<file path="src/rtl/stop_pkg.sv">
// Constants, types and decode functions shared by the stop sequence selector.
package stop_pkg;

  // ----------------------------------------------------------------
  // Widths, reset values and encodings
  // ----------------------------------------------------------------
  localparam int SPEED_W = 16;
  localparam int FORCE_W = 9;
  localparam int ERR_W   = 32;
  localparam int DELTA_W = 16;

  localparam logic [1:0] LIM_MODE_DIR   = 2'h0;
  localparam logic [1:0] LIM_MODE_OFF   = 2'h1;
  localparam logic [1:0] LIM_MODE_ALARM = 2'h2;
  localparam logic [1:0] LIM_MODE_RST   = 2'h1;

  localparam logic [1:0] LIM_ACT_BRAKE = 2'h0;
  localparam logic [1:0] LIM_ACT_ZERO  = 2'h1;
  localparam logic [1:0] LIM_ACT_IMM   = 2'h2;
  localparam logic [1:0] LIM_ACT_RST   = 2'h0;

  localparam logic [3:0] CODE_IMM_BRAKE  = 4'h8;
  localparam logic [3:0] CODE_IMM_UNLOCK = 4'h9;
  localparam logic [3:0] STOP_CODE_RST   = 4'h0;
  localparam logic [2:0] ALARM_ACT_RST   = 3'h0;
  localparam logic       UV_SEL_RST      = 1'h1;

  localparam logic [SPEED_W-1:0] STOP_SPEED_MMS = 16'h001E;
  localparam logic [ERR_W-1:0]   OVF_LIMIT_DEF  = 32'h0010_0000;

  typedef enum logic [2:0] {
    SRC_NONE  = 3'b000,
    SRC_LIMIT = 3'b001,
    SRC_SERVO = 3'b010,
    SRC_MAINS = 3'b011,
    SRC_ALARM = 3'b100
  } src_type;

  typedef struct packed {
    logic imm;
    logic free_run;
    logic unlock;
    logic hold;
  } stop_act_type;

  // Servo-off and mains-off codes; unknown codes fall back to code zero.
  function automatic stop_act_type decode_stop_code(input logic [3:0] c);
    stop_act_type a;
    a = '0;
    if (c == CODE_IMM_BRAKE || c == CODE_IMM_UNLOCK) begin
      a.imm    = 1'b1;
      a.unlock = c[0];
    end else if (c < CODE_IMM_BRAKE) begin
      a.free_run = c[0];
      a.unlock   = c[1];
      a.hold     = c[2];
    end
    return a;
  endfunction

  // Alarm codes always clear; bit2 asks for an immediate stop first.
  function automatic stop_act_type decode_alarm_code(input logic [2:0] c);
    stop_act_type a;
    a          = '0;
    a.imm      = c[2];
    a.free_run = c[0];
    a.unlock   = c[1];
    return a;
  endfunction

endpackage

</file>
<file path="src/rtl/err_if.sv">
// Interface between the stop selector and its position error counter.
`timescale 1ns/1ps
interface err_if;
  logic                                 clear;
  logic signed [stop_pkg::DELTA_W-1:0]  cmd_delta;
  logic signed [stop_pkg::DELTA_W-1:0]  fb_delta;
  logic signed [stop_pkg::DELTA_W-1:0]  scale_delta;
  logic signed [stop_pkg::ERR_W-1:0]    pos_error;
  logic signed [stop_pkg::ERR_W-1:0]    scale_error;
  logic                                 overflow;

  modport ctrl (output clear, cmd_delta, fb_delta, scale_delta,
                input  pos_error, scale_error, overflow);
  modport counter (input  clear, cmd_delta, fb_delta, scale_delta,
                   output pos_error, scale_error, overflow);
endinterface

</file>
<file path="src/rtl/err_counter.sv">
// Position error and external scale error accumulators with overflow detect.
`timescale 1ns/1ps
module err_counter #(
  parameter logic [stop_pkg::ERR_W-1:0] OVF_LIMIT = stop_pkg::OVF_LIMIT_DEF
) (
  input wire logic mclk,
  input wire logic rst_n,
  err_if.counter   eif
);
  localparam int W = stop_pkg::ERR_W;

  logic [W-1:0] pos_mag;

  // Magnitude of the position error for the overflow compare.
  assign pos_mag = eif.pos_error[W-1] ? W'(-eif.pos_error) : W'(eif.pos_error);

  // Clear wins; otherwise both errors keep accumulating.
  always_ff @(posedge mclk or negedge rst_n) begin
    if (!rst_n) begin
      eif.pos_error   <= '0;
      eif.scale_error <= '0;
    end else if (eif.clear) begin
      eif.pos_error   <= '0;
      eif.scale_error <= '0;
    end else begin
      eif.pos_error   <= eif.pos_error + W'(eif.cmd_delta) - W'(eif.fb_delta);
      eif.scale_error <= eif.scale_error + W'(eif.scale_delta);
    end
  end

  // Overflow flag follows the magnitude, dropped while clearing.
  always_ff @(posedge mclk or negedge rst_n) begin
    if (!rst_n) begin
      eif.overflow <= 1'b0;
    end else begin
      eif.overflow <= !eif.clear && (pos_mag > OVF_LIMIT);
    end
  end
endmodule

</file>
<file path="src/rtl/stop_phase.sv">
// Tracks the slowing and stopped phases of one stop sequence.
`timescale 1ns/1ps
module stop_phase (
  input  wire logic                         mclk,
  input  wire logic                         rst_n,
  input  wire logic                         active,
  input  wire logic [stop_pkg::SPEED_W-1:0] speed_mms,
  output logic                              stopped
);
  typedef enum logic [1:0] {
    PH_IDLE    = 2'b00,
    PH_DECEL   = 2'b01,
    PH_STOPPED = 2'b10
  } phase_type;

  phase_type phase;
  phase_type next_phase;

  // Once the threshold is met the phase never returns to slowing.
  always_comb begin
    next_phase = phase;
    unique case (phase)
      PH_IDLE: begin
        if (active) begin
          next_phase = PH_DECEL;
        end
      end
      PH_DECEL: begin
        if (!active) begin
          next_phase = PH_IDLE;
        end else if (speed_mms <= stop_pkg::STOP_SPEED_MMS) begin
          next_phase = PH_STOPPED;
        end
      end
      PH_STOPPED: begin
        if (!active) begin
          next_phase = PH_IDLE;
        end
      end
      default: begin
        next_phase = PH_IDLE;
      end
    endcase
  end

  // Phase register.
  always_ff @(posedge mclk or negedge rst_n) begin
    if (!rst_n) begin
      phase <= PH_IDLE;
    end else begin
      phase <= next_phase;
    end
  end

  assign stopped = (phase == PH_STOPPED);
endmodule

</file>
<file path="src/rtl/drive_stop_sequence_select.sv">
// Stop sequence selector for limit inputs, servo off, mains loss and alarms.
`timescale 1ns/1ps
module drive_stop_sequence_select #(
  parameter logic [stop_pkg::ERR_W-1:0] OVF_LIMIT = stop_pkg::OVF_LIMIT_DEF
) (
  input  wire logic                                mclk,
  input  wire logic                                rst_n,
  input  wire logic                                fwd_limit_inhibit_in,
  input  wire logic                                rev_limit_inhibit_in,
  input  wire logic                                servo_on_cmd,
  input  wire logic                                mains_ok,
  input  wire logic                                alarm_in,
  input  wire logic                                alarm_reset,
  input  wire logic [stop_pkg::SPEED_W-1:0]        speed_mms,
  input  wire logic signed [stop_pkg::DELTA_W-1:0] cmd_delta,
  input  wire logic signed [stop_pkg::DELTA_W-1:0] fb_delta,
  input  wire logic signed [stop_pkg::DELTA_W-1:0] scale_delta,
  input  wire logic [1:0]                          limit_input_mode,
  input  wire logic [1:0]                          limit_stop_action,
  input  wire logic [3:0]                          servo_off_stop_action,
  input  wire logic [3:0]                          mains_off_stop_action,
  input  wire logic                                undervoltage_trip_select,
  input  wire logic [2:0]                          alarm_stop_action,
  input  wire logic [stop_pkg::FORCE_W-1:0]        immediate_stop_force_limit,
  input  wire logic [stop_pkg::FORCE_W-1:0]        normal_force_limit,
  output logic                                     fwd_inhibit,
  output logic                                     rev_inhibit,
  output logic                                     dyn_brake,
  output logic                                     free_run,
  output logic                                     servo_unlock,
  output logic                                     imm_stop,
  output logic                                     zero_force_fwd,
  output logic                                     zero_force_rev,
  output logic [stop_pkg::FORCE_W-1:0]             force_limit,
  output logic                                     err_clear,
  output logic                                     stop_done,
  output logic                                     drive_prohibit_alarm,
  output logic                                     mains_undervoltage_alarm,
  output logic                                     position_error_overflow_alarm,
  output logic signed [stop_pkg::ERR_W-1:0]        pos_error,
  output logic signed [stop_pkg::ERR_W-1:0]        scale_error
);

  // ----------------------------------------------------------------
  // Captured settings
  // ----------------------------------------------------------------
  logic       cfg_loaded;
  logic [1:0] cfg_lim_mode;
  logic [1:0] cfg_lim_act;
  logic [3:0] cfg_servo_act;
  logic [3:0] cfg_mains_act;
  logic       cfg_uv_sel;
  logic [2:0] cfg_alarm_act;

  // Settings load once, on the first edge after reset release.
  always_ff @(posedge mclk or negedge rst_n) begin
    if (!rst_n) begin
      cfg_loaded    <= 1'b0;
      cfg_lim_mode  <= stop_pkg::LIM_MODE_RST;
      cfg_lim_act   <= stop_pkg::LIM_ACT_RST;
      cfg_servo_act <= stop_pkg::STOP_CODE_RST;
      cfg_mains_act <= stop_pkg::STOP_CODE_RST;
      cfg_uv_sel    <= stop_pkg::UV_SEL_RST;
      cfg_alarm_act <= stop_pkg::ALARM_ACT_RST;
    end else if (!cfg_loaded) begin
      cfg_loaded    <= 1'b1;
      cfg_lim_mode  <= limit_input_mode;
      cfg_lim_act   <= limit_stop_action;
      cfg_servo_act <= servo_off_stop_action;
      cfg_mains_act <= mains_off_stop_action;
      cfg_uv_sel    <= undervoltage_trip_select;
      cfg_alarm_act <= alarm_stop_action;
    end
  end

  // ----------------------------------------------------------------
  // Limit inputs and alarms
  // ----------------------------------------------------------------
  logic fwd_open;
  logic rev_open;
  logic fwd_blk;
  logic rev_blk;
  logic prohibit_cond;
  logic mains_prev;
  logic uv_set;
  logic alarm_any;
  err_if eif ();

  // An input closed to its common return reads high and restricts nothing.
  assign fwd_open = cfg_loaded && !fwd_limit_inhibit_in;
  assign rev_open = cfg_loaded && !rev_limit_inhibit_in;

  // Direction blocking in the modes that honour the inputs.
  assign fwd_blk = fwd_open && (cfg_lim_mode != stop_pkg::LIM_MODE_OFF);
  assign rev_blk = rev_open && (cfg_lim_mode != stop_pkg::LIM_MODE_OFF);

  // Drive prohibition alarm condition per limit input mode.
  assign prohibit_cond =
    ((cfg_lim_mode == stop_pkg::LIM_MODE_DIR) && fwd_open && rev_open) ||
    ((cfg_lim_mode == stop_pkg::LIM_MODE_ALARM) && (fwd_open || rev_open));

  // Mains loss seen while the servo is on trips when selected.
  assign uv_set = cfg_loaded && mains_prev && !mains_ok && servo_on_cmd && cfg_uv_sel;

  assign alarm_any = alarm_in || drive_prohibit_alarm || mains_undervoltage_alarm ||
                     position_error_overflow_alarm;

  // Mains level of the previous cycle for the loss edge.
  always_ff @(posedge mclk or negedge rst_n) begin
    if (!rst_n) begin
      mains_prev <= 1'b1;
    end else begin
      mains_prev <= mains_ok;
    end
  end

  // Sticky alarms; a new set wins over a simultaneous reset.
  always_ff @(posedge mclk or negedge rst_n) begin
    if (!rst_n) begin
      drive_prohibit_alarm          <= 1'b0;
      mains_undervoltage_alarm      <= 1'b0;
      position_error_overflow_alarm <= 1'b0;
    end else begin
      drive_prohibit_alarm <= prohibit_cond ||
                              (drive_prohibit_alarm && !alarm_reset);
      mains_undervoltage_alarm <= uv_set ||
                                  (mains_undervoltage_alarm && !alarm_reset);
      position_error_overflow_alarm <= eif.overflow ||
                                       (position_error_overflow_alarm && !alarm_reset);
    end
  end

  // ----------------------------------------------------------------
  // Stop source and action selection
  // ----------------------------------------------------------------
  stop_pkg::src_type      src;
  stop_pkg::stop_act_type act;
  logic                   stopped;

  // Alarms outrank mains loss, which outranks servo off and limits.
  always_comb begin
    src = stop_pkg::SRC_NONE;
    if (!cfg_loaded) begin
      src = stop_pkg::SRC_NONE;
    end else if (alarm_any) begin
      src = stop_pkg::SRC_ALARM;
    end else if (!mains_ok) begin
      src = stop_pkg::SRC_MAINS;
    end else if (!servo_on_cmd) begin
      src = stop_pkg::SRC_SERVO;
    end else if ((fwd_blk || rev_blk) && cfg_lim_mode == stop_pkg::LIM_MODE_DIR) begin
      src = stop_pkg::SRC_LIMIT;
    end
  end

  // Decoded action for the winning source.
  always_comb begin
    unique case (src)
      stop_pkg::SRC_ALARM: act = stop_pkg::decode_alarm_code(cfg_alarm_act);
      stop_pkg::SRC_MAINS: act = stop_pkg::decode_stop_code(cfg_mains_act);
      stop_pkg::SRC_SERVO: act = stop_pkg::decode_stop_code(cfg_servo_act);
      stop_pkg::SRC_LIMIT: begin
        act      = '0;
        act.imm  = (cfg_lim_act == stop_pkg::LIM_ACT_IMM);
        act.hold = (cfg_lim_act != stop_pkg::LIM_ACT_IMM);
      end
      stop_pkg::SRC_NONE: act = '0;
      default: act = '0;
    endcase
  end

  stop_phase u_phase (
    .mclk      (mclk),
    .rst_n     (rst_n),
    .active    (src != stop_pkg::SRC_NONE),
    .speed_mms (speed_mms),
    .stopped   (stopped)
  );

  // ----------------------------------------------------------------
  // Output commands
  // ----------------------------------------------------------------
  logic                         next_dyn_brake;
  logic                         next_free_run;
  logic                         next_unlock;
  logic                         next_imm;
  logic                         next_zero_fwd;
  logic                         next_zero_rev;
  logic                         next_err_clear;
  logic [stop_pkg::FORCE_W-1:0] next_force;

  // Braking method for slowing and after-stop phases.
  always_comb begin
    next_dyn_brake = 1'b0;
    next_free_run  = 1'b0;
    next_unlock    = 1'b0;
    next_imm       = 1'b0;
    next_zero_fwd  = 1'b0;
    next_zero_rev  = 1'b0;
    next_err_clear = (src != stop_pkg::SRC_NONE) && !act.hold;
    if (src == stop_pkg::SRC_LIMIT) begin
      next_zero_fwd = fwd_blk && (stopped || cfg_lim_act != stop_pkg::LIM_ACT_BRAKE);
      next_zero_rev = rev_blk && (stopped || cfg_lim_act != stop_pkg::LIM_ACT_BRAKE);
      next_dyn_brake = !stopped && (cfg_lim_act == stop_pkg::LIM_ACT_BRAKE);
      next_imm = !stopped && act.imm;
    end else if (src != stop_pkg::SRC_NONE) begin
      if (!stopped) begin
        next_imm       = act.imm;
        next_free_run  = !act.imm && act.free_run;
        next_dyn_brake = !act.imm && !act.free_run;
      end else begin
        next_unlock    = act.unlock;
        next_dyn_brake = !act.unlock;
      end
    end
  end

  // Immediate stop uses its own limit unless that limit is zero.
  always_comb begin
    next_force = normal_force_limit;
    if (next_imm && immediate_stop_force_limit != '0) begin
      next_force = immediate_stop_force_limit;
    end
  end

  // Registered drive commands.
  always_ff @(posedge mclk or negedge rst_n) begin
    if (!rst_n) begin
      fwd_inhibit    <= 1'b0;
      rev_inhibit    <= 1'b0;
      dyn_brake      <= 1'b0;
      free_run       <= 1'b0;
      servo_unlock   <= 1'b0;
      imm_stop       <= 1'b0;
      zero_force_fwd <= 1'b0;
      zero_force_rev <= 1'b0;
      force_limit    <= '0;
      stop_done      <= 1'b0;
    end else begin
      fwd_inhibit    <= fwd_blk;
      rev_inhibit    <= rev_blk;
      dyn_brake      <= next_dyn_brake;
      free_run       <= next_free_run;
      servo_unlock   <= next_unlock;
      imm_stop       <= next_imm;
      zero_force_fwd <= next_zero_fwd;
      zero_force_rev <= next_zero_rev;
      force_limit    <= next_force;
      stop_done      <= stopped;
    end
  end

  // Clear request goes to the counter at the same edge as the output.
  always_ff @(posedge mclk or negedge rst_n) begin
    if (!rst_n) begin
      err_clear <= 1'b0;
    end else begin
      err_clear <= next_err_clear;
    end
  end

  // ----------------------------------------------------------------
  // Error counter
  // ----------------------------------------------------------------
  assign eif.clear       = next_err_clear;
  assign eif.cmd_delta   = cmd_delta;
  assign eif.fb_delta    = fb_delta;
  assign eif.scale_delta = scale_delta;
  assign pos_error       = eif.pos_error;
  assign scale_error     = eif.scale_error;

  err_counter #(
    .OVF_LIMIT (OVF_LIMIT)
  ) u_err (
    .mclk  (mclk),
    .rst_n (rst_n),
    .eif   (eif)
  );

  logic mode_dir;
  assign mode_dir = cfg_loaded && cfg_lim_mode == stop_pkg::LIM_MODE_DIR;
endmodule

</file>
<file path="config.mk">
export PLATFORM = sky130hd
export DESIGN_NAME = drive_stop_sequence_select
export DESIGN_NICKNAME = d
export VERILOG_FILES = /design/src/rtl/stop_pkg.sv /design/src/rtl/err_if.sv /design/src/rtl/err_counter.sv /design/src/rtl/stop_phase.sv /design/src/rtl/drive_stop_sequence_select.sv
export SDC_FILE = /design/constraint.sdc
export NUM_CORES = 1
export LEC_CHECK = 0
export BUFFER_PORTS_ARGS = -buffer_cell sky130_fd_sc_hd__buf_4
export CAP_MARGIN = 25
export CORE_ASPECT_RATIO = 2
export CORE_MARGIN = 5
export CORE_UTILIZATION = 50
export CTS_CLUSTER_SIZE = 12
export DETAILED_ROUTE_END_ITERATION = 8
export PLACE_DENSITY = 0.77
export SLEW_MARGIN = 10
export SYNTH_ARGS = -nofsm -noshare
export SYNTH_HDL_FRONTEND = slang
export SYNTH_SLANG_ARGS = --single-unit
</file>
<file path="constraint.sdc">
create_clock -name mclk -period 5.69 [get_ports mclk]
set_clock_uncertainty 0.1 [all_clocks]
set_input_delay 0.2845 -clock mclk [delete_from_list [all_inputs] [get_ports mclk]]
set_output_delay 0.2845 -clock mclk [all_outputs]
set_load 0.01 [all_outputs]
</file>
== Yosys cells after proc, flatten, opt, wreduce, memory -nomap -nowiden ==
Index checks and enable logic that the tools add are counted.
Operators by class
  reduce and logical (&&, ||, !) cells: 53
  magnitude comparators: 4
  multiplexer cells: 39
  eq/ne operators: 17
  add/subtract/negate cells: 4
Operators by type and width (number)
  two-way mux 32 bit: 3
  adder 32 x 16 -> 32 bit: 2
  > comparator 32 x 21 -> 1 bit, second input constant: 1
  negation 32 bit: 1
  subtractor 32 x 16 -> 32 bit: 1
  logical AND 1 bit: 24
  two-way mux 1 bit: 23
  == test 4 bit, second input constant: 4
  <= comparator 16 x 5 -> 1 bit, second input constant: 1
  one-hot mux 4 bit (4 select lines): 1
  logical OR 1 bit: 12
  two-way mux 2 bit: 6
  two-way mux 3 bit: 4
  logical NOT 1 bit: 10
  two-way mux 9 bit: 1
  nonzero test 9 bit: 1
  less-than comparator 4 bit, second input constant: 2
  == test 2 bit, second input constant: 3
  == test 3 x 2 -> 1 bit, second input constant: 2
  logical NOT 2 bit: 3
  one-hot mux 2 bit (3 select lines): 1
  != test 2 x 1 -> 1 bit, second input constant: 2
  != test 2 bit, second input constant: 2
  == test 3 x 1 -> 1 bit, second input constant: 1
  other kinds (6): 6
Word-level totals
  register bits: 107
  input port bits: 106
  output and inout bits: 86

== Logic depth before layout (Yosys ltp) ==
Gate-level depths: netlist of run 1.
  depth in word-level cells: 17
  depth in mapped cells: 15
  mapped depth without buffers: 15

== Hierarchy ==
Synthesis of run 1 repeated with hierarchy kept, for this count alone.
Second synthesis, totals
  cells, all modules: 895
  area, all modules: 8291.7 um^2
By module, submodules not included
  err_counter: area an instance 6398.6 um^2, times used 1, cells an instance 751
  drive_stop_sequence_select: area an instance 1752.9 um^2, times used 1, cells an instance 132
  stop_phase: area an instance 140.1 um^2, times used 1, cells an instance 12

== Least setup slack after synthesis of run 1 ==
No wires, ideal clock.
  path kind: input -> register
  from: in cmd_delta[15] (netlist bit)
  to: reg u_err.eif.pos_error[31]
  path buffers: 0
  library setup time: 129 ps
  arrival time: 3493 ps
  stages: 13
  required time: 5461 ps
  setup slack: 1967 ps
  cells stage by stage: inv_1 -> fa_1 -> inv_1 -> ha_1 -> and3_1 -> and2_1 -> a221oi_1 -> o31ai_4 -> a221oi_2 -> o21bai_2 -> a31oi_2 -> or4_1 -> nand3_1
Between the ends
  cells in the longest elaborated chain, start to end: 3
Ends and longest elaborated chain
  start: declaration: RTL line drive_stop_sequence_select.sv:15  | input wire logic signed [stop_pkg::DELTA_W-1:0] cmd_delta,
  adder 32 x 16 -> 32 bit: RTL line err_counter.sv:26  | eif.pos_error <= eif.pos_error + W'(eif.cmd_delta) - W'(eif.fb_delta);
  subtractor 32 x 16 -> 32 bit: RTL line err_counter.sv:26
  two-way mux 32 bit: RTL line err_counter.sv:22  | end else if (eif.clear) begin
  end signal: assignment: RTL line err_counter.sv:26
  end: declaration: RTL line err_if.sv:15  | output pos_error, scale_error, overflow);
Every way passes these cells.
A chain may end at the register's enable or synchronous reset.

== Final worst setup path of run 1 ==
  from: reg u_err.eif.pos_error[1]
  to: reg u_err.eif.pos_error[24]
Between the ends
  cells in the longest elaborated chain, start to end: 3
Ends and longest elaborated chain (RTL line)
  adder 32 x 16 -> 32 bit: err_counter.sv:26
  subtractor 32 x 16 -> 32 bit: err_counter.sv:26
  two-way mux 32 bit: err_counter.sv:22
Every way passes these cells.

==> metrics.log, run 1 <==
INFO  metric status = completed
INFO  metric timing.rr.start = u_err.eif.pos_error[1]
INFO  metric drt_iter0_markers = 281
INFO  metric grt-busiest-layer = met2
INFO  metric area_delta_synth_final = 24.7%
INFO  metric height_of_the_die = 189 microns
INFO  metric firstDrtPassIters = 6
INFO  metric crit_path_cell_trace = inv_1, fa_1, fa_1, nor2b_1, o21ai_0, a21oi_1, o211ai_1, a211oi_1, o211ai_1, a211oi_1, o21a_1, nor3_1
INFO  metric dp_hpwl = 17200 microns
INFO  metric synth_edf_count = 0
INFO  metric floorplan.rows = 65
INFO  metric via_per_inst = 5.54
INFO  metric die_width = 99.7 microns
INFO  metric sequential_to_total_area_share_from_yosys_stat = 33.3%
INFO  metric multi_input_area = 0.00476 sq mm
INFO  metric gr-usage-met3 = 3.47%
INFO  metric synth_top_flop_cell = sky130_fd_sc_hd__dfrtp_1
INFO  metric total_power = 4.75 mW
INFO  metric route.antenna.remaining_nets = 0
INFO  metric cell_leakage_power = 5.22 nW
INFO  metric cts.hold.buffers_added = 2
INFO  metric grt-ovfl-total = 0
INFO  metric clk-insertion-delay-late = 360 ps
INFO  metric filler_cell_count = 1387
INFO  metric clock_sinks = 107
INFO  metric power.density = 473 mW/mm^2
INFO  metric synthDominantCellAreaShare = 32.4%
INFO  metric root_buffer = sky130_fd_sc_hd__clkbuf_16
INFO  metric worst_hold_startpoint = fwd_limit_inhibit_in
INFO  metric hold_ws = 12.9 ps
INFO  metric max_slew.worst_pin.slew = 874 ps
INFO  metric numCtsBuffers = 9
INFO  metric critical_path.n_buffers_inverters = 1
INFO  metric delay_of_the_slowest_cell_on_the_worst_path = 580 ps
INFO  metric final_cell_count_no_fill = 1269
INFO  metric synth.top_cells.by_area = sky130_fd_sc_hd__dfrtp_1, sky130_fd_sc_hd__ha_1, sky130_fd_sc_hd__fa_1, sky130_fd_sc_hd__inv_1, sky130_fd_sc_hd__a21o_1
INFO  metric design_area = 0.0100 sq mm
INFO  metric required = 5800 ps
INFO  metric yosys.cell_types.count = 71
INFO  metric syn-num-nets = 1072
INFO  metric use_met2 = 45.8%
INFO  metric grt.total_usage = 23.3%
INFO  metric reg2reg_slack = 1920 ps
INFO  metric layout_min_cycle_time = 3770 ps
INFO  metric routabilityCongestion = 0.918
INFO  metric die-area = 0.0189 sq mm
INFO  metric worst_setup_hold_path_clk_slew = 80 ps
INFO  metric ctsResizeCount = 0
INFO  metric final_core_area_utilization = 63.5%
INFO  metric slew_viol_final = 0
INFO  metric number_of_antenna_violations_at_the_first_check_in_global_routing = 0
INFO  metric layout_cells_sized_above_1 = 23.5%
INFO  metric grt_setup_unrepaired = no
INFO  metric yosysWarningCount = 0
INFO  metric detailroute.via_count = 7032
INFO  metric dp.cells = 1250
INFO  metric finalSetupTns = 0 ps
INFO  metric maximum_capacitance_violations = 0
INFO  metric synthesis.area_per_instance = 9.24 sq um
INFO  metric cp_data_arrival_time = 3890 ps
INFO  metric postSynthCellCount = 870
INFO  metric first_global_vias = 7488
INFO  metric crit_path_start_kind = flop
INFO  metric detail_route.drc_violations = 0
INFO  metric use_met1 = 23.4%
INFO  metric placed_area = 0.00969 sq mm
INFO  metric routed_wirelength = 21500 microns
INFO  metric grt_first_pass_wirelength = 35100 microns
INFO  metric final-seq-area = 0.00268 sq mm
INFO  metric pre_cts_slack = 1900 ps
INFO  metric wl_per_cell = 17.0 microns
INFO  metric cts_max_level = 3
INFO  metric clock_tree.buffer_depth = 2
INFO  metric insertedDiodeCount = 0
INFO  metric setup_slack = 1920 ps
INFO  metric cts_tree = done
INFO  metric final-hold-violation-count = 0
INFO  metric critical_path_startpoint = u_err.eif.pos_error[1]
INFO  metric synth.largest_area_cell = sky130_fd_sc_hd__dfrtp_1
INFO  metric cp_slowest_cell = sky130_fd_sc_hd__a211oi_1
INFO  metric finalCritPeriodShare = 66.3%
INFO  metric postSynth.asyncResetShare = 100%
INFO  metric synth_commonest_cells = sky130_fd_sc_hd__inv_1, sky130_fd_sc_hd__dfrtp_1, sky130_fd_sc_hd__nor2_1, sky130_fd_sc_hd__ha_1, sky130_fd_sc_hd__a21oi_1
INFO  metric most_instantiated_library_cell_after_synthesis = sky130_fd_sc_hd__inv_1
INFO  metric synth_seq_cells = 107
INFO  metric synth_area = 0.00804 sq mm
INFO  metric core_area = 0.0158 sq mm
INFO  metric cpLargestDelayFamily = compound AO/OA/AOI/OAI gates
INFO  metric cp_max_fo = 4
INFO  metric crit_type = reg -> reg
INFO  metric final_nets = 1265
INFO  metric io_buffer_count = 191
INFO  metric worst_setup_path_end_kind = flop
INFO  metric achievable-frequency = 265 MHz
INFO  metric setup-violations-final = 0
INFO  metric slew_limit_headroom = 41.6%
INFO  metric post_cts.repair.setup_buffers = 0
INFO  metric hold_path.class = in -> reg
INFO  metric pin_count_of_the_biggest_net_entering_global_routing = 75
INFO  metric initial_core_util = 51.0%
INFO  metric io_pins = 192
INFO  metric max-vdd-ir-drop = 0.000253 V
[state kept, by name, indices dropped and copies added (netlist names), 2 cells and up]
register	cells
u_err.eif.pos_error	32
u_err.eif.scale_error	32
force_limit	9
cfg_mains_act	4
cfg_servo_act	4
cfg_alarm_act	3
cfg_lim_act	2
cfg_lim_mode	2
u_phase.phase	2
[cell usage in the layout, fill, tap and decap left out, drive strengths merged, types with 4 or more instances in the layout]
master / Yosys / routed
mux2: 24 / 24
xor2: 19 / 19
nand2b: 8 / 8
a2111oi: 4 / 4
ha: 64 / 64
buf: 8 / 196
and4: 4 / 4
and2: 7 / 7
nor3b: 10 / 10
o21a: 8 / 8
xnor2: 22 / 22
nor3: 27 / 27
o41ai: 4 / 4
or3: 6 / 6
a211oi: 12 / 12
nor2: 66 / 66
a31oi: 11 / 11
nand3: 26 / 26
nor4: 13 / 13
o211ai: 6 / 6
o21ai: 36 / 36
o31ai: 4 / 4
dfrtp: 104 / 104
inv: 140 / 145
clkbuf: 8 / 9
fa: 32 / 32
nand4: 8 / 8
and3: 9 / 9
a22oi: 4 / 4
a21o: 37 / 37
nor2b: 9 / 9
a21oi: 51 / 51
nand2: 36 / 36
[layer usage]
layer | vias to the layer above | share of wire, %
li1 | 3408 | -
met1 | 3360 | 34
met2 | 212 | 57
met3 | 52 | 5.1
met4 | 0 | 3.4
met5 | - | 0
[worst register-to-register path, delay by kind of cell (launching register included)]
family	cells	cell delay (ps)
AND/OR/NAND/NOR	2	200
AO/OA/AOI/OAI	7	1920
adder cells (fa/ha/maj)	2	930
flip-flops	1	410
buffers and inverters	1	70
[final timing paths]
check | endpoint | cells past startpoint
worst min register to register | position_error_overflow_alarm | 1
max in group asynchronous | cfg_lim_mode[0] | 4
min in group asynchronous | u_err.eif.scale_error[16] | 2
worst max register to register | u_err.eif.pos_error[24] | 12
worst min-delay path | zero_force_fwd | 2
worst max-delay path | u_err.eif.pos_error[24] | 12
[cell families after synthesis]
kind of cell	Yosys count	synth area share [%]
AO/OA/AOI/OAI	204	17.6
AND/OR/NAND/NOR	240	15.4
XOR/XNOR	41	4.47
multiplexers	24	3.73
flip-flops	107	33.3
buffers and inverters	156	7.41
other	1	0.0466
adder cells (fa/ha/maj)	97	18.1
[final cells by class]
class / instances / share of cell area [%]
multi-input combinational: 607 / 47.5
clock buffer: 9 / 2.25
inverter: 140 / 5.24
clock inverter: 7 / 0.649
timing repair buffer: 198 / 15.1
sequential: 107 / 26.8
tap: 201 / 2.51
[report_power, final]
group | internal (mW) | total, mW | switching, mW
clock | 0.309 | 0.626 | 0.316
combinational | 1.32 | 2.95 | 1.62
sequential | 0.975 | 1.17 | 0.196
total | 2.61 | 4.75 | 2.14
Power figures use the tool's default switching activity.
==> run 2, diff against run 1 <==
Settings changed: ABC_AREA from default to 1, PLACE_DENSITY 0.77 to 0.76.
Clock period 5.69 ns to 3.5 ns, I/O delays scaled along.
==> run 2 against run 1 <==
  * Via count increased by 34%
  * Critical endpoint is now u_err.eif.pos_error[28]
  * First-iteration DRC count grew 42%
  * Count of clock-buffer cells in the layout rose by 2
==> metrics.log, run 2 <==
INFO  metric io_buffer_count = 191 (unchanged)
INFO  metric die_width = 105 microns (+5.6%)
INFO  metric power.density = 793 mW/mm^2 (+67%)
INFO  metric routed_wirelength = 31800 microns (+48%)
INFO  metric floorplan.rows = 69 (+6.2%)
INFO  metric cts_max_level = 3 (unchanged)
INFO  metric required = 3660 ps (-2140 ps)
INFO  metric max_slew.worst_pin.slew = 796 ps (-77.8 ps)
INFO  metric detailroute.via_count = 9415 (+34%)
INFO  metric dp.cells = 1687 (+35%)
INFO  metric synth.largest_area_cell = sky130_fd_sc_hd__dfrtp_1
INFO  metric cp_max_fo = 4 (unchanged)
INFO  metric grt_first_pass_wirelength = 50400 microns (+44%)
INFO  metric area_delta_synth_final = 25.8%
INFO  metric grt-ovfl-total = 0 (unchanged)
INFO  metric slew_viol_final = 0 (unchanged)
INFO  metric cp_data_arrival_time = 3330 ps (-560 ps)
INFO  metric synthDominantCellAreaShare = 28.7% (-3.7 points)
INFO  metric firstDrtPassIters = 5 (-1)
INFO  metric maximum_capacitance_violations = 0 (unchanged)
INFO  metric yosys.cell_types.count = 45 (-37%)
INFO  metric detail_route.drc_violations = 0 (unchanged)
INFO  metric post_cts.repair.setup_buffers = 0 (unchanged)
INFO  metric max-vdd-ir-drop = 0.000530 V (+110%)
INFO  metric multi_input_area = 0.00535 sq mm (+12%)
INFO  metric registers_with_the_highest_flip_flop_counts = u_err.eif.pos_error x32, u_err.eif.scale_error x32, force_limit x9
INFO  metric io_pins = 192 (unchanged)
INFO  metric routabilityCongestion = 1.03 (+12%)
INFO  metric first_global_vias = 9998 (+34%)
INFO  metric worst_setup_path_end_kind = flop
INFO  metric slew_limit_headroom = 46.9% (+5.4 points)
INFO  metric synth_top_flop_cell = sky130_fd_sc_hd__dfrtp_1
INFO  metric synth_seq_cells = 107 (unchanged)
INFO  metric clk-insertion-delay-late = 370 ps (about the same)
INFO  metric core_area = 0.0178 sq mm (+13%)
INFO  metric filler_cell_count = 1631 (+18%)
INFO  metric postSynthCellCount = 1287 (+48%)
INFO  metric drt_iter0_markers = 399 (+42%)
INFO  metric cts.hold.buffers_added = 37 (+35)
INFO  metric synth_edf_count = 0 (unchanged)
INFO  metric syn-num-nets = 1489 (+39%)
INFO  metric ctsResizeCount = 0 (unchanged)
INFO  metric height_of_the_die = 200 microns (+5.9%)
INFO  metric design_area = 0.0114 sq mm (+14%)
INFO  metric postSynth.asyncResetShare = 100% (unchanged)
INFO  metric final_core_area_utilization = 64.2% (+0.63 points)
INFO  metric cts_tree = done
INFO  metric layout_min_cycle_time = 3180 ps (-595 ps)
INFO  metric worst_setup_hold_path_clk_slew = 80 ps (about the same)
INFO  metric layout.cells.most_common = sky130_fd_sc_hd__nand2_1
INFO  metric dp_hpwl = 26200 microns (+52%)
INFO  metric grt.total_usage = 30.4% (+7.1 points)
INFO  metric finalSetupTns = 0 ps (unchanged)
INFO  metric cell_leakage_power = 6.21 nW (+19%)
INFO  metric synth.top_cells.by_area = sky130_fd_sc_hd__dfrtp_1, sky130_fd_sc_hd__nand2_1, sky130_fd_sc_hd__inv_1, sky130_fd_sc_hd__ha_1, sky130_fd_sc_hd__nor2_1
INFO  metric placed_area = 0.0107 sq mm (+11%)
INFO  metric number_of_antenna_violations_at_the_first_check_in_global_routing = 1 (+1)
INFO  metric achievable-frequency = 315 MHz (+19%)
INFO  metric grt_setup_unrepaired = no
INFO  metric clock_tree.buffer_depth = 2 (unchanged)
INFO  metric most_instantiated_library_cell_after_synthesis = sky130_fd_sc_hd__nand2_1
INFO  metric setup-violations-final = 0 (unchanged)
INFO  metric wl_per_cell = 18.3 microns (+7.8%)
INFO  metric final_cell_count_no_fill = 1741 (+37%)
INFO  metric most_frequent_cells_in_the_layout = sky130_fd_sc_hd__nand2_1, sky130_fd_sc_hd__inv_1, sky130_fd_sc_hd__buf_4
INFO  metric root_buffer = sky130_fd_sc_hd__clkbuf_16
INFO  metric reg2reg_slack = 320 ps (-1590 ps)
INFO  metric clock_sinks = 107 (unchanged)
INFO  metric final-seq-area = 0.00268 sq mm (unchanged)
INFO  metric via_per_inst = 5.41 (-2.4%)
INFO  metric crit_type = reg -> reg
INFO  metric final-hold-violation-count = 0 (unchanged)
INFO  metric route.antenna.remaining_nets = 0 (unchanged)
INFO  metric status = completed
INFO  metric finalCritPeriodShare = 90.8% (+24 points)
INFO  metric crit_path_start_kind = flop
INFO  metric sequential_to_total_area_share_from_yosys_stat = 29.6% (-3.8 points)
INFO  metric hold_path.class = in -> reg
INFO  metric numCtsBuffers = 9 (unchanged)
INFO  metric layout_cells_sized_above_1 = 16.7% (-6.8 points)
INFO  metric die-area = 0.0211 sq mm (+12%)
INFO  metric synthesis.area_per_instance = 7.05 sq um (-24%)
INFO  metric synth_area = 0.00907 sq mm (+13%)
INFO  metric yosysWarningCount = 0 (unchanged)
INFO  metric initial_core_util = 51.0% (about the same)
INFO  metric synth_commonest_cells = sky130_fd_sc_hd__nand2_1, sky130_fd_sc_hd__inv_1, sky130_fd_sc_hd__nor2_1, sky130_fd_sc_hd__dfrtp_1, sky130_fd_sc_hd__a21oi_1
INFO  metric final_nets = 1724 (+36%)
INFO  metric pin_count_of_the_biggest_net_entering_global_routing = 62 (-17%)
[run 2: worst max-delay path, cell delays in order (launching register included)]
cell	delay, ps
sky130_fd_sc_hd__dfrtp_1	480
sky130_fd_sc_hd__inv_1	90
sky130_fd_sc_hd__fa_1	490
sky130_fd_sc_hd__inv_1	50
sky130_fd_sc_hd__ha_1	370
sky130_fd_sc_hd__buf_4	180
sky130_fd_sc_hd__a21oi_1	280
sky130_fd_sc_hd__o21ai_0	250
sky130_fd_sc_hd__a21oi_1	340
sky130_fd_sc_hd__nor3_1	80
sky130_fd_sc_hd__nor2_1	150
sky130_fd_sc_hd__nand3_1	90
sky130_fd_sc_hd__nand2_1	60
sky130_fd_sc_hd__nor2_1	60
[run 2: worst paths after layout]
check / cells after the start / end / from
max in group asynchronous: 3 / u_err.eif.scale_error[24] / rst_n
min reg2reg: 1 / position_error_overflow_alarm / u_err.eif.overflow
max reg2reg: 13 / u_err.eif.pos_error[28] / u_err.eif.pos_error[15]
min in group asynchronous: 2 / cfg_alarm_act[0] / rst_n
max: 13 / u_err.eif.pos_error[28] / u_err.eif.pos_error[15]
min: 4 / u_phase.phase[1] / speed_mms[5]
[run 2: logic make-up (layout without fill, tap and decap cells)]
family	after synthesis	count (layout)	share of synthesized area, %
adders and majority gates	96	96	15.9
AOI/OAI and AO/OA	235	235	15.4
other	1	2	0.0413
buffers and inverters	264	504	11.4
DFF	107	107	29.6
xor gates and xnor gates	21	21	2.03
and+or+nand+nor	563	563	25.7
[run 2: cell type report]
class                      count  share of cell area, %
multi-input combinational    916                   46.9
antenna                        1                 0.0219
sequential                   107                   23.5
clock inverter                 5                  0.362
inverter                     252                   8.30
timing repair buffer         236                   16.3
tap                          213                   2.34
clock buffer                  11                   2.22
[run 2: power breakdown]
part	internal, mW	switching, mW
combinational	2.22	3.84
sequential	1.58	0.375
clock	0.532	0.502
total	4.33	4.71
[run 2: per-layer routing]
| layer | GRT usage (%) | up-vias | wire [microns] |
|---|---|---|---|
| met5 | 0 | - | 0 |
| met4 | 22.5 | 0 | 2690 |
| met3 | 5.41 | 132 | 1750 |
| met2 | 57.6 | 336 | 17500 |
| met1 | 27.5 | 4386 | 9870 |
| li1 | - | 4561 | - |
[run 2: through the flow]
step	worst slack (ps)	hold slack, ps	total power, mW
floorplan	725	-221	5.75
finish	322	11.0	9.04
CTS	392	4.40	9.02
global route	103	43.4	9.84
detailed placement	398	209	7.91
global placement	416	209	7.83
==> run 3, diff against run 2 <==
--- a/config.mk
+++ b/config.mk
@@ -15,4 +15,5 @@
 export DETAILED_ROUTE_END_ITERATION = 8
 export PLACE_DENSITY = 0.76
+export RECOVER_POWER = 100
 export SLEW_MARGIN = 10
 export SYNTH_ARGS = -nofsm -noshare
--- a/constraint.sdc
+++ b/constraint.sdc
@@ -3,3 +3,3 @@
 set_input_delay 0.175 -clock mclk [delete_from_list [all_inputs] [get_ports mclk]]
 set_output_delay 0.175 -clock mclk [all_outputs]
-set_load 0.01 [all_outputs]
+set_load 0.005 [all_outputs]
==> run 3 against run 2 <==
  * Combinational power fell by 4.5%
  * Die area unchanged
  * Largest cell class unchanged
  * Maximum frequency rose by 1.5%
  * Global-route usage stayed put
  * The flow now finishes with violations (max-capacitance violations, max-slew violations)
  * Sequential share of layout area is 0.41 points higher
  * Highest routed layer unchanged
==> metrics.log, run 3 (synthesized netlist as in run 2, its figures left out) <==
INFO  metric required = 3660 ps (about the same)
INFO  metric firstDrtPassIters = 5 (unchanged)
INFO  metric finalSetupTns = 0 ps (unchanged)
INFO  metric crit_path_cell_trace = inv_1, fa_1, inv_1, ha_1, clkbuf_1, a21oi_1, o21ai_0, a21oi_1, nor3_1, nor2_1, nand3_1, nand2_1, nor2_1
INFO  metric capture_point_of_the_worst_path = u_err.eif.pos_error[28]
INFO  metric registers_with_the_highest_flip_flop_counts = u_err.eif.pos_error x32, u_err.eif.scale_error x32, force_limit x9
INFO  metric grt-ovfl-total = 0 (unchanged)
INFO  metric cp.depth = 13 (unchanged)
INFO  metric area_delta_synth_final = 23.6%
INFO  metric die-area = 0.0211 sq mm (unchanged)
INFO  metric hold_path.class = in -> reg
INFO  metric worst_r2r_path_depth = 13 (unchanged)
INFO  metric numCtsBuffers = 9 (unchanged)
INFO  metric first_global_vias = 9998 (unchanged)
INFO  metric gr-usage-met3 = 5.41% (unchanged)
INFO  metric layout_cells_sized_above_1 = 13.4% (-3.3 points)
INFO  metric slew_limit_headroom = -2.01% (-49 points)
INFO  metric grt_setup_unrepaired = no
INFO  metric clock_tree.buffer_depth = 2 (unchanged)
INFO  metric hold_ws = 10.5 ps (-0.556 ps)
INFO  metric routabilityCongestion = 1.03 (unchanged)
INFO  metric io_buffer_count = 191 (unchanged)
INFO  metric reg2reg_slack = 370 ps (+50 ps)
INFO  metric placed_area = 0.0107 sq mm (unchanged)
INFO  metric maximum_capacitance_violations = 1 (+1)
INFO  metric detailroute.via_count = 9431 (+0.17%)
INFO  metric grt.total_usage = 30.4% (unchanged)
INFO  metric design_area = 0.0112 sq mm (-1.7%)
INFO  metric wl_per_cell = 18.3 microns (about the same)
INFO  metric clock_sinks = 107 (unchanged)
INFO  metric cp_data_arrival_time = 3290 ps (-40 ps)
INFO  metric finalCritPeriodShare = 89.5% (-1.3 points)
INFO  metric die_width = 105 microns (unchanged)
INFO  metric final-hold-violation-count = 0 (unchanged)
INFO  metric worst_hold_startpoint = speed_mms[5]
INFO  metric cts_max_level = 3 (unchanged)
INFO  metric final_nets = 1724 (unchanged)
INFO  metric achievable-frequency = 319 MHz (+1.5%)
INFO  metric timing.rr.start = u_err.eif.pos_error[15]
INFO  metric critical_path.n_buffers_inverters = 3 (unchanged)
INFO  metric setup-violations-final = 0 (unchanged)
INFO  metric cp_max_fo = 4 (unchanged)
INFO  metric max_slew.worst_pin.slew = 1530 ps (+734 ps)
INFO  metric most_frequent_cells_in_the_layout = sky130_fd_sc_hd__nand2_1, sky130_fd_sc_hd__inv_1, sky130_fd_sc_hd__nor2_1
INFO  metric height_of_the_die = 200 microns (unchanged)
INFO  metric route.antenna.remaining_nets = 0 (unchanged)
INFO  metric cp_slowest_cell = sky130_fd_sc_hd__fa_1
INFO  metric routed_wirelength = 31800 microns (about the same)
INFO  metric worst_setup_path_end_kind = flop
INFO  metric cell_leakage_power = 6.04 nW (-2.7%)
INFO  metric dp_hpwl = 26200 microns (unchanged)
INFO  metric io_pins = 192 (unchanged)
INFO  metric cpLargestDelayFamily = compound AO/OA/AOI/OAI gates
INFO  metric use_met1 = 27.5% (unchanged)
INFO  metric core_area = 0.0178 sq mm (unchanged)
INFO  metric use_met2 = 57.6% (unchanged)
INFO  metric layout.cells.most_common = sky130_fd_sc_hd__nand2_1
INFO  metric failed_checks = max-capacitance violations, max-slew violations
INFO  metric initial_core_util = 51.0% (unchanged)
INFO  metric clk-insertion-delay-late = 360 ps (about the same)
INFO  metric grt_first_pass_wirelength = 50400 microns (unchanged)
INFO  metric crit_type = reg -> reg
INFO  metric power.density = 782 mW/mm^2 (-1.3%)
INFO  metric filler_cell_count = 1686 (+3.4%)
INFO  metric max-vdd-ir-drop = 0.000518 V (-2.3%)
INFO  metric pin_count_of_the_biggest_net_entering_global_routing = 62 (unchanged)
INFO  metric crit_path_start_kind = flop
INFO  metric number_of_antenna_violations_at_the_first_check_in_global_routing = 1 (unchanged)
INFO  metric layout_min_cycle_time = 3130 ps (-47.0 ps)
INFO  metric slew_viol_final = 62 (+62)
INFO  metric pre_cts_slack = 398 ps (unchanged)
INFO  metric worst_setup_hold_path_clk_slew = 80 ps (about the same)
INFO  metric critical_path_startpoint = u_err.eif.pos_error[15]
INFO  metric via_per_inst = 5.42 (+0.17%)
INFO  metric drt_iter0_markers = 383 (-4.0%)
INFO  metric root_buffer = sky130_fd_sc_hd__clkbuf_16
INFO  metric delay_of_the_slowest_cell_on_the_worst_path = 490 ps (about the same)
INFO  metric setup_slack = 369 ps (+47.0 ps)
INFO  metric status = complete, but fails checks
INFO  metric detail_route.drc_violations = 0 (unchanged)
INFO  metric floorplan.rows = 69 (unchanged)
INFO  metric grt-busiest-layer = met2
INFO  metric r2r-end = u_err.eif.pos_error[28]
INFO  metric cts_tree = done
[run 3: changes by cell type in the layout (fill, tap and decap cells not counted)]
| cell | delta |
|---|---|
| sky130_fd_sc_hd__buf_4 | -93 |
| sky130_fd_sc_hd__clkbuf_1 | +33 |
| sky130_fd_sc_hd__clkbuf_2 | +4 |
| sky130_fd_sc_hd__clkbuf_4 | +56 |
| sky130_fd_sc_hd__inv_1 | +1 |
| sky130_fd_sc_hd__inv_2 | -1 |
| sky130_fd_sc_hd__nand4_1 | +1 |
| sky130_fd_sc_hd__nand4_2 | -1 |
| sky130_fd_sc_hd__nor2_1 | +4 |
| sky130_fd_sc_hd__nor2_2 | -4 |
| sky130_fd_sc_hd__o21ai_0 | +12 |
| sky130_fd_sc_hd__o21ai_2 | -12 |
[run 3: layout make-up]
| type | instances | area, sq um | share of cell area [%] |
|---|---|---|---|
| Multi-Input combinational cell | 916 | 5290 | 47.2 |
| Tap cell | 213 | 267 | 2.38 |
| Timing Repair Buffer | 236 | 1730 | 15.4 |
| Inverter | 252 | 947 | 8.45 |
| Clock inverter | 5 | 41.3 | 0.368 |
| Sequential cell | 107 | 2680 | 23.9 |
| Antenna cell | 1 | 2.50 | 0.0223 |
| Clock buffer | 11 | 253 | 2.25 |
[run 3: stage by stage]
step / cells / total power, mW / util (%)
floorplan: 1287 / 5.63 / -
global placement: 1687 / 7.70 / 60.4
detailed placement: 1687 / 7.78 / 60.4
CTS: 1740 / 8.89 / 64.1
global route: 1741 / 9.56 / 63.1
finish: 1741 / 8.77 / 63.1
[run 3: how the worst min path moves through the flow]
stage / end / slack [ps] / depth (start not counted)
6_report: u_phase.phase[1] / 10 / 4
2_1_floorplan: cfg_alarm_act[0] / -220 / 0
4_1_cts: u_phase.phase[1] / 4 / 4
3_5_place_dp: cfg_mains_act[1] / 210 / 1
3_3_place_gp: cfg_alarm_act[2] / 210 / 1
5_1_grt: u_phase.phase[1] / 40 / 4
[run 3: repair_timing]
item                      4_1_cts  5_1_grt
hold buffers                   37        0
hold endpoints to repair       85        0
resized for setup               0        0
setup buffers                   0        0
[run 3: power by group]
part	internal, mW	leakage (nW)	switching [mW]	total [mW]
Combinational	2.09	4.54	3.70	5.79
Clock	0.532	0.144	0.499	1.03
Sequential	1.58	1.35	0.367	1.95
Total	4.20	6.04	4.57	8.77
[run 3: routing by layer]
layer | share of wire [%] | vias to the layer above
met2 | 55 | 368
met4 | 8.4 | 0
met5 | 0 | -
li1 | - | 4553
met1 | 31 | 4374
met3 | 5.4 | 136
[run 3: worst min-delay path: stages]
cell                        delay [ps]
sky130_fd_sc_hd__buf_4              80
sky130_fd_sc_hd__nor4_1             30
sky130_fd_sc_hd__o2111ai_1          80
sky130_fd_sc_hd__a21oi_1            70
